`src/rtl/incdec_consts.vh`:
```
// Summary of operation
// - Single decrement writes destination minus one
// - Zero if was 1; carry clear if 0
// - Overflow only from most negative value
// - Double decrement writes destination minus two
// - Zero if was 2; carry clear 0/1
// - Overflow for 8001h/8000h or 81h/80h
// - Negative flag follows result sign bit
// - Disable clears only interrupt enable bit
// - Enable sets only interrupt enable bit
// - Instruction after enable runs before interrupt
// - Arithmetic ops keep mode bits untouched
// - Increment adds one; zero if all ones
// - Increment overflow from largest positive value
// - Double increment adds two; carry, zero
// - Double increment overflow for 7FFE/7FFF
// - Invert writes bitwise complement
// - Invert carry is not zero; V negative
// - Jump on carry adds twice offset
// - Jump on zero adds twice offset
// - Jumps and irq ops keep flags
//
// Purpose: Constants for the increment/decrement/invert datapath
// Assumes: Status word bit layout C=0 Z=1 N=2 irq enable=3 V=8
// Notes:   Register offsets of the AXI4-Lite slave
`ifndef INCDEC_CONSTS_VH
`define INCDEC_CONSTS_VH
// Status word bit positions
`define SW_C          0
`define SW_Z          1
`define SW_N          2
`define SW_IRQ_EN     3
`define SW_CORE_OFF   4
`define SW_OSC_OFF    5
`define SW_V          8
`define SW_IRQ_EN_MASK 16'h0008
`define SW_RESET      16'h0000
`define PC_RESET      16'h0000
// Operation codes
`define OP_NONE       4'h0
`define OP_DECR1      4'h1
`define OP_DECR2      4'h2
`define OP_INCR1      4'h3
`define OP_INCR2      4'h4
`define OP_INVERT     4'h5
`define OP_IRQ_OFF    4'h6
`define OP_IRQ_ON     4'h7
`define OP_JMP_CARRY  4'h8
`define OP_JMP_ZERO   4'h9
// Register byte offsets
`define REG_CMD       8'h00
`define REG_OPERAND   8'h04
`define REG_RESULT    8'h08
`define REG_STATUS    8'h0c
`define REG_PC        8'h10
`define REG_IRQ       8'h14
// Command register fields
`define CMD_BYTE_BIT  4
`define CMD_OFS_LSB   8
`define CMD_OFS_MSB   17
// Interrupt register fields
`define IRQ_PEND_BIT  0
`define IRQ_TAKE_BIT  1
`define IRQ_HOLD_BIT  2
// AXI responses
`define RESP_OKAY     2'h0
`define RESP_SLVERR   2'h2
`endif

```
`src/rtl/incdec_core.v`:
```
// Purpose: Increment, decrement, invert, irq gate and conditional jumps
// Assumes: AXI4-Lite master, one write and one read at a time
// Notes:   Writing the command register executes one instruction
//
// Design decisions made here: the AXI4-Lite register port and the address map.
`timescale 1ns/1ps
`default_nettype none
`include "incdec_consts.vh"
module incdec_core
(
    // Clock and reset
    input  wire        aclk,
    input  wire        aresetn,
    // Write address channel
    input  wire [7:0]  s_axi_awaddr,
    input  wire        s_axi_awvalid,
    output reg         s_axi_awready,
    // Write data channel
    input  wire [31:0] s_axi_wdata,
    input  wire [3:0]  s_axi_wstrb,
    input  wire        s_axi_wvalid,
    output reg         s_axi_wready,
    // Write response channel
    output reg  [1:0]  s_axi_bresp,
    output reg         s_axi_bvalid,
    input  wire        s_axi_bready,
    // Read address channel
    input  wire [7:0]  s_axi_araddr,
    input  wire        s_axi_arvalid,
    output reg         s_axi_arready,
    // Read data channel
    output reg  [31:0] s_axi_rdata,
    output reg  [1:0]  s_axi_rresp,
    output reg         s_axi_rvalid,
    input  wire        s_axi_rready,
    // Interrupt acceptance view
    output reg         irq_take_q
);

    // =========================================================
    // Datapath state
    // =========================================================
    reg [15:0] operand_q;
    reg [15:0] result_q;
    reg [15:0] status_word_q;
    reg [15:0] pc_q;
    reg        irq_pend_q;
    reg        irq_hold_q;
    reg [7:0]  awaddr_q;
    reg        aw_have_q;
    reg [31:0] wdata_q;
    reg [3:0]  wstrb_q;
    reg        w_have_q;

    // Merge a 16-bit value under byte strobes
    function [15:0] merge16;
        input [15:0] old;
        input [31:0] data;
        input [3:0]  strb;
        begin
            merge16 = old;
            if (strb[0])
                merge16[7:0] = data[7:0];
            if (strb[1])
                merge16[15:8] = data[15:8];
        end
    endfunction

    // Sign bit at the operand size
    function msb_of;
        input [15:0] v;
        input        is_byte;
        begin
            msb_of = is_byte ? v[7] : v[15];
        end
    endfunction

    // Value equality at the operand size
    function size_eq;
        input [15:0] v;
        input [15:0] k;
        input        is_byte;
        begin
            size_eq = is_byte ? (v[7:0] == k[7:0]) : (v == k);
        end
    endfunction

    // =========================================================
    // Instruction execution (combinational)
    // =========================================================
    wire        wr_fire  = aw_have_q && w_have_q && !s_axi_bvalid;
    wire        cmd_go   = wr_fire && (awaddr_q == `REG_CMD);
    wire [3:0]  op       = wdata_q[3:0];
    wire        bsz      = wdata_q[`CMD_BYTE_BIT];
    wire [9:0]  ofs      = wdata_q[`CMD_OFS_MSB:`CMD_OFS_LSB];
    wire [15:0] pc_jump  = pc_q + {{5{ofs[9]}}, ofs, 1'b0};
    wire [15:0] d        = operand_q;

    reg [15:0] res;
    reg        wr_res;
    reg        flags_upd;
    reg        f_n;
    reg        f_z;
    reg        f_c;
    reg        f_v;
    reg [15:0] sw_d;
    reg [15:0] pc_d;

    // Operation decode and flag rules
    always @*
    begin
        res = 16'h0000;
        wr_res = 1'b0;
        flags_upd = 1'b0;
        f_c = 1'b0;
        f_z = 1'b0;
        f_v = 1'b0;
        sw_d = status_word_q;
        pc_d = pc_q;
        case (op)
            `OP_DECR1:
            begin
                res = d - 16'h0001;
                wr_res = 1'b1;
                flags_upd = 1'b1;
                f_z = size_eq(d, 16'h0001, bsz);
                f_c = !size_eq(d, 16'h0000, bsz);
                f_v = size_eq(d, bsz ? 16'h0080 : 16'h8000, bsz);
            end
            `OP_DECR2:
            begin
                res = d - 16'h0002;
                wr_res = 1'b1;
                flags_upd = 1'b1;
                f_z = size_eq(d, 16'h0002, bsz);
                f_c = !(size_eq(d, 16'h0000, bsz) ||
                        size_eq(d, 16'h0001, bsz));
                f_v = size_eq(d, bsz ? 16'h0080 : 16'h8000, bsz) ||
                      size_eq(d, bsz ? 16'h0081 : 16'h8001, bsz);
            end
            `OP_INCR1:
            begin
                res = d + 16'h0001;
                wr_res = 1'b1;
                flags_upd = 1'b1;
                f_z = size_eq(d, 16'hffff, bsz);
                f_c = f_z;
                f_v = size_eq(d, bsz ? 16'h007f : 16'h7fff, bsz);
            end
            `OP_INCR2:
            begin
                res = d + 16'h0002;
                wr_res = 1'b1;
                flags_upd = 1'b1;
                f_z = size_eq(d, 16'hfffe, bsz);
                f_c = f_z || size_eq(d, 16'hffff, bsz);
                f_v = size_eq(d, bsz ? 16'h007e : 16'h7ffe, bsz) ||
                      size_eq(d, bsz ? 16'h007f : 16'h7fff, bsz);
            end
            `OP_INVERT:
            begin
                res = d ^ 16'hffff;
                wr_res = 1'b1;
                flags_upd = 1'b1;
                f_z = size_eq(res, 16'h0000, bsz);
                f_c = !f_z;
                f_v = msb_of(d, bsz);
            end
            `OP_IRQ_OFF:
                sw_d = status_word_q & ~`SW_IRQ_EN_MASK;
            `OP_IRQ_ON:
                sw_d = status_word_q | `SW_IRQ_EN_MASK;
            `OP_JMP_CARRY:
                if (status_word_q[`SW_C])
                    pc_d = pc_jump;
            `OP_JMP_ZERO:
                if (status_word_q[`SW_Z])
                    pc_d = pc_jump;
            default:
                sw_d = status_word_q;
        endcase
        // Byte results clear the high byte
        if (bsz)
            res = {8'h00, res[7:0]};
        f_n = msb_of(res, bsz);
        // Only the four flags change; mode bits kept
        if (flags_upd)
        begin
            sw_d[`SW_N] = f_n;
            sw_d[`SW_Z] = f_z;
            sw_d[`SW_C] = f_c;
            sw_d[`SW_V] = f_v;
        end
    end

    // =========================================================
    // Datapath registers and interrupt gate
    // =========================================================
    always @(posedge aclk)
    begin
        if (!aresetn)
        begin
            operand_q <= 16'h0000;
            result_q <= 16'h0000;
            status_word_q <= `SW_RESET;
            pc_q <= `PC_RESET;
        end
        else
        begin
            if (cmd_go)
            begin
                if (wr_res)
                begin
                    result_q <= res;
                    operand_q <= res;
                end
                status_word_q <= sw_d;
                pc_q <= pc_d;
            end
            else if (wr_fire && awaddr_q == `REG_OPERAND)
                operand_q <= merge16(operand_q, wdata_q, wstrb_q);
            else if (wr_fire && awaddr_q == `REG_STATUS)
                status_word_q <= merge16(status_word_q, wdata_q, wstrb_q);
            else if (wr_fire && awaddr_q == `REG_PC)
                pc_q <= merge16(pc_q, wdata_q, wstrb_q);
        end
    end

    // Interrupt gate: hold after enable, take at boundary
    always @(posedge aclk)
    begin
        if (!aresetn)
        begin
            irq_hold_q <= 1'b0;
            irq_take_q <= 1'b0;
        end
        else if (cmd_go)
        begin
            // Enable shields the following instruction
            irq_hold_q <= (op == `OP_IRQ_ON);
            // Acceptance decided at instruction boundary
            irq_take_q <= irq_pend_q && status_word_q[`SW_IRQ_EN] &&
                          !irq_hold_q && (op != `OP_IRQ_ON);
        end
        else
            irq_take_q <= 1'b0;
    end

    // Pending request flag, written by software
    always @(posedge aclk)
    begin
        if (!aresetn)
            irq_pend_q <= 1'b0;
        else if (wr_fire && awaddr_q == `REG_IRQ && wstrb_q[0])
            irq_pend_q <= wdata_q[`IRQ_PEND_BIT];
    end

    // =========================================================
    // AXI4-Lite write path
    // =========================================================
    wire wr_ok = (awaddr_q == `REG_CMD) || (awaddr_q == `REG_OPERAND) ||
                 (awaddr_q == `REG_STATUS) || (awaddr_q == `REG_PC) ||
                 (awaddr_q == `REG_IRQ);

    always @(posedge aclk)
    begin
        if (!aresetn)
        begin
            s_axi_awready <= 1'b0;
            s_axi_wready <= 1'b0;
            s_axi_bvalid <= 1'b0;
            s_axi_bresp <= `RESP_OKAY;
            aw_have_q <= 1'b0;
            w_have_q <= 1'b0;
            awaddr_q <= 8'h00;
            wdata_q <= 32'h00000000;
            wstrb_q <= 4'h0;
        end
        else
        begin
            s_axi_awready <= !aw_have_q && !s_axi_awready && s_axi_awvalid;
            s_axi_wready <= !w_have_q && !s_axi_wready && s_axi_wvalid;
            if (s_axi_awvalid && s_axi_awready)
            begin
                awaddr_q <= s_axi_awaddr & 8'hfc;
                aw_have_q <= 1'b1;
            end
            if (s_axi_wvalid && s_axi_wready)
            begin
                wdata_q <= s_axi_wdata;
                wstrb_q <= s_axi_wstrb;
                w_have_q <= 1'b1;
            end
            if (wr_fire)
            begin
                aw_have_q <= 1'b0;
                w_have_q <= 1'b0;
                s_axi_bvalid <= 1'b1;
                s_axi_bresp <= wr_ok ? `RESP_OKAY : `RESP_SLVERR;
            end
            else if (s_axi_bvalid && s_axi_bready)
                s_axi_bvalid <= 1'b0;
        end
    end

    // =========================================================
    // AXI4-Lite read path
    // =========================================================
    always @(posedge aclk)
    begin
        if (!aresetn)
        begin
            s_axi_arready <= 1'b0;
            s_axi_rvalid <= 1'b0;
            s_axi_rdata <= 32'h00000000;
            s_axi_rresp <= `RESP_OKAY;
        end
        else
        begin
            s_axi_arready <= !s_axi_rvalid && !s_axi_arready &&
                             s_axi_arvalid;
            if (s_axi_arvalid && s_axi_arready)
            begin
                s_axi_rvalid <= 1'b1;
                s_axi_rresp <= `RESP_OKAY;
                case (s_axi_araddr & 8'hfc)
                    `REG_CMD:     s_axi_rdata <= 32'h00000000;
                    `REG_OPERAND: s_axi_rdata <= {16'h0000, operand_q};
                    `REG_RESULT:  s_axi_rdata <= {16'h0000, result_q};
                    `REG_STATUS:  s_axi_rdata <= {16'h0000, status_word_q};
                    `REG_PC:      s_axi_rdata <= {16'h0000, pc_q};
                    `REG_IRQ:     s_axi_rdata <= {29'h0, irq_hold_q,
                                                  irq_take_q, irq_pend_q};
                    default:
                    begin
                        s_axi_rdata <= 32'h00000000;
                        s_axi_rresp <= `RESP_SLVERR;
                    end
                endcase
            end
            else if (s_axi_rvalid && s_axi_rready)
                s_axi_rvalid <= 1'b0;
        end
    end

endmodule // incdec_core
`default_nettype wire
```
`config.mk`:
```
export PLATFORM = sky130hd
export DESIGN_NAME = incdec_core
export DESIGN_NICKNAME = d
export VERILOG_FILES = /design/src/rtl/incdec_core.v
export VERILOG_INCLUDE_DIRS = /design/src /design/src/rtl
export SDC_FILE = /design/constraint.sdc
export NUM_CORES = 1
export LEC_CHECK = 0
export CAP_MARGIN = 20
export CORE_MARGIN = 2
export CORE_UTILIZATION = 58
export DETAILED_ROUTE_END_ITERATION = 10
export DONT_BUFFER_PORTS = 1
export PLACE_DENSITY = 0.86
export SLEW_MARGIN = 20
export SYNTH_ARGS = -nofsm -noshare
export SYNTH_HDL_FRONTEND = slang
export SYNTH_SLANG_ARGS = --single-unit
```
`constraint.sdc`:
```
create_clock -name aclk -period 3.3 [get_ports aclk]
set_clock_uncertainty 0.2 [all_clocks]
set_input_delay 0.165 -clock aclk [delete_from_list [all_inputs] [get_ports aclk]]
set_output_delay 0.165 -clock aclk [all_outputs]
set_load 0.02 [all_outputs]
```
==> insert_results.sql <==
INSERT INTO impl_metrics (metric_group, metric, value, unit) VALUES
('outcome', 'outcome', 'complete, no violations', ''),
('timing', 'timing_max_transition_violations_final', '0', ''),
('placement', 'placed_cells', '1134', ''),
('logic_synthesis', 'synthMostInstantiatedCell', 'sky130_fd_sc_hd__nand2_1', ''),
('worst_setup_path', 'critPathMaxFanout', '6', ''),
('global_route', 'grt_start_max_net_pins', '48', ''),
('worst_hold_path', 'min_path_type', 'input port to register', ''),
('timing', 'fin_crit', '3.100', 'ns'),
('worst_setup_path', 'worst_setup_path_end_kind', 'register', ''),
('timing', 'tns', '0', 'ns'),
('logic_synthesis', 'synth-edff-count', '0', ''),
('logic_synthesis', 'synth.ff_latch_count', '118', ''),
('flow_run', 'maxcap_violations', '0', ''),
('logic_synthesis', 'synth.top_cells.by_area', 'sky130_fd_sc_hd__dfxtp_1 32%, sky130_fd_sc_hd__a21oi_1 7.1%, sky130_fd_sc_hd__nand2_1 7.1%', ''),
('pwr', 'seqPwrFrac', '0.407', ''),
('worst_setup_path', 'reg2regPathDepth', '9', ''),
('clock_tree', 'cts_made_buffers', '17', ''),
('die', 'top_level_ports', '101', ''),
('logic_synthesis', 'synthesis.yosys.warnings', '0', ''),
('die', 'die_area', '13790', 'sq um'),
('final_layout', 'final-instance-count-excl-fill', '1206', ''),
('clock_tree', 'cts_max_level', '4', ''),
('worst_setup_path', 'r2r-start', 'd[1]', ''),
('worst_setup_path', 'startpoint_type', 'register', ''),
('pwr', 'total_switching_power', '0.8630', 'mW'),
('route', 'drtPass1Iterations', '6', ''),
('clock_tree', 'cts.clk_slew.worst_paths', '0.06', 'ns'),
('global_route', 'grt_antenna_before_repair', '1', ''),
('global_route', 'grt_pass1_vias', '7445', ''),
('route', 'drt_iter0_markers', '1414', ''),
('pwr', 'power_density', '421.6', 'nW/um^2'),
('pwr', 'switching_share', '0.2387', ''),
('logic_synthesis', 'yosysTopAreaCell', 'sky130_fd_sc_hd__dfxtp_1', ''),
('global_route', 'grt_remaining_overflow', '0', ''),
('placement', 'globalplace.congestion', '0.9678', ''),
('die', 'floorplan.rows', '41', ''),
('logic_synthesis', 'syn-mean-instance-area', '7.404', 'sq um'),
('clock_tree', 'clk_root_buf', 'sky130_fd_sc_hd__clkbuf_16', ''),
('global_route', 'aggregate_global_route_resource_usage', '0.3574', ''),
('worst_setup_path', 'critPathArrivalTime', '3.15', 'ns'),
('logic_synthesis', 'postSynth.asyncResetShare', '0', ''),
('final_layout', 'finalNetCount', '1102', ''),
('worst_hold_path', 'whs_path_depth', '2', ''),
('placement', 'numPortBuffers', '0', ''),
('logic_synthesis', 'post_synth_inst_count', '1008', ''),
('pwr', 'power.static_leakage', '3.059', 'nW'),
('timing', 'timing.max_slew.rel_slack', '0.4173', ''),
('final_layout', 'finish.instance_area', '8577', 'sq um'),
('final_layout', 'synthToLayoutAreaGrowth', '14.92', '%'),
('timing', 'setup_viol_count_final', '0', ''),
('logic_synthesis', 'syn_area', '7463', 'sq um'),
('route', 'drt_wl_total', '25410', 'um'),
('logic_synthesis', 'sequential_element_share_of_the_synthesized_area', '0.3165', ''),
('worst_hold_path', 'hold_start', 'aresetn', ''),
('worst_setup_path', 'r2r_end', 'd[15]', ''),
('worst_hold_path', 'worstHoldEndpoint', 'result_q[7]', ''),
('timing', 'slew_of_the_pin_with_the_lowest_slew_margin', '0.8741', 'ns'),
('worst_setup_path', 'crit_required', '3.35', 'ns'),
('final_layout', 'share_of_final_layout_standard_cells_stronger_than_drive_strength_1', '0.08712', ''),
('logic_synthesis', 'synth_top_cells_by_count', '141 x sky130_fd_sc_hd__nand2_1, 118 x sky130_fd_sc_hd__dfxtp_1, 106 x sky130_fd_sc_hd__a21oi_1, 87 x sky130_fd_sc_hd__nor2_1, 74 x sky130_fd_sc_hd__clkbuf_1', ''),
('die', 'initial_core_util', '0.5938', ''),
('clock_tree', 'post_cts.repair.setup_buffers', '0', ''),
('route', 'drt.antenna.violating_nets', '0', ''),
('pwr', 'clock_power_share', '0.526', ''),
('placement', 'detailedPlace.worstSlack', '0.3101', 'ns'),
('placement', 'place_hpwl', '16330', 'um'),
('timing', 'fin_ws', '0.2000', 'ns'),
('pwr', 'p_int', '2.753', 'mW'),
('timing', 'hold_viol', '0', ''),
('logic_synthesis', 'synth.distinct_cells', '74', ''),
('die', 'fp.dieH', '117.4', 'um');
==> state kept, by name, summed over array words and instances (netlist names), 2 cells and up <==
name	cells
result_q	16
awaddr_q	6
d	16
pc_q	16
s_axi_rdata	16
status_word_q	16
wdata_q	18
wstrb_q	2
==> layout make-up <==
type / instances / area [sq um] / area share
Clock buffer: 20 / 456.7 / 0.05325
Inverter: 16 / 60.06 / 0.007002
Clock inverter: 12 / 151.4 / 0.01765
Timing Repair Buffer: 74 / 663.1 / 0.07732
Antenna cell: 1 / 2.502 / 0.0002918
Sequential cell: 118 / 2362 / 0.2754
Multi-Input combinational cell: 793 / 4666 / 0.5440
Tap cell: 172 / 215.2 / 0.02509
==> power groups by stage <==
stage | combinational [mW] | clock, mW | sequential (mW)
after floorplan | 0.168 | 0 | 1.49
after global placement | 0.180 | 0 | 1.50
after detailed placement | 0.183 | 0 | 1.50
after CTS | 0.229 | 1.88 | 1.47
after global routing | 0.257 | 1.97 | 1.47
final | 0.241 | 1.90 | 1.47
==> per-stage QoR <==
step | hold WS [ns] | util | total power [mW]
2_1_floorplan | 0.08331 | - | 1.659
3_5_place_dp | 0.09116 | 0.6019 | 1.683
4_1_cts | 0.04263 | 0.6821 | 3.584
3_3_place_gp | 0.08737 | 0.6019 | 1.679
5_1_grt | 0.08653 | 0.6822 | 3.697
6_report | 0.05817 | 0.6824 | 3.616
==> repair_timing <==
item                                    in CTS  in global routing
gates resized for setup                      0                  1
endpoints found under the setup margin       0                  1
endpoints found under the hold margin       64                  0
hold buffers                                39                  0
==> per-layer routing <==
layer | track usage | wire length [um] | vias to the layer above
met5 | 0 | 0 | -
met4 | 0.2169 | 1811 | 0
met3 | 0.06469 | 2788 | 170
met2 | 0.5662 | 11330 | 651
met1 | 0.4528 | 9487 | 3764
li1 | - | - | 3685
==> critical path: stages, from the launching register on <==
cell and delay, ns:
sky130_fd_sc_hd__dfxtp_1 0.31, sky130_fd_sc_hd__inv_1 0.15, sky130_fd_sc_hd__ha_1 0.29, sky130_fd_sc_hd__or3b_2 0.50, sky130_fd_sc_hd__or2_2 0.33, sky130_fd_sc_hd__or4_1 0.54
sky130_fd_sc_hd__mux2i_1 0.14, sky130_fd_sc_hd__o31ai_1 0.20, sky130_fd_sc_hd__buf_4 0.18, sky130_fd_sc_hd__a31oi_1 0.11
==> cell families after synthesis <==
group | synth area share
compound gates | 0.2694
xor+xnor | 0.01291
buf+inv | 0.06790
flops | 0.3165
mux | 0.03118
fa+ha+maj | 0.03956
other cells | 0.0005025
simple gates | 0.2620
==> cells in the final DEF, fill, tap and decap left out, types with 7 or more instances in the layout <==
cell type	n
sky130_fd_sc_hd__nor4_1	12
sky130_fd_sc_hd__nand3_1	30
sky130_fd_sc_hd__clkbuf_16	17
sky130_fd_sc_hd__and3_1	11
sky130_fd_sc_hd__and2_1	8
sky130_fd_sc_hd__conb_1	18
sky130_fd_sc_hd__a21o_1	19
sky130_fd_sc_hd__a211oi_1	9
sky130_fd_sc_hd__nand2_1	141
sky130_fd_sc_hd__nor2_1	87
sky130_fd_sc_hd__dfxtp_1	118
sky130_fd_sc_hd__o21ai_0	59
sky130_fd_sc_hd__a22oi_1	27
sky130_fd_sc_hd__nand4_1	14
sky130_fd_sc_hd__inv_1	15
sky130_fd_sc_hd__ha_1	22
sky130_fd_sc_hd__buf_4	35
sky130_fd_sc_hd__a21oi_1	106
sky130_fd_sc_hd__o211ai_1	8
sky130_fd_sc_hd__nand2b_1	10
sky130_fd_sc_hd__a31oi_1	28
sky130_fd_sc_hd__nor2b_1	10
sky130_fd_sc_hd__nor3_1	28
sky130_fd_sc_hd__dlygate4sd3_1	38
sky130_fd_sc_hd__or4_1	7
sky130_fd_sc_hd__mux2i_1	21
==> how the worst max path moves through the flow <==
stage | slack, ns | end | depth (start not counted) | start
after floorplan | 0.25 | d[15] | 9 | d[1]
after global placement | 0.32 | d[15] | 9 | d[1]
after detailed placement | 0.31 | d[10] | 5 | awaddr_q[3]
after CTS | 0.21 | d[6] | 8 | wdata_q[2]
after global routing | 0.05 | d[6] | 8 | wdata_q[2]
final | 0.20 | d[15] | 9 | d[1]
(Power assumes the default switching activity.)
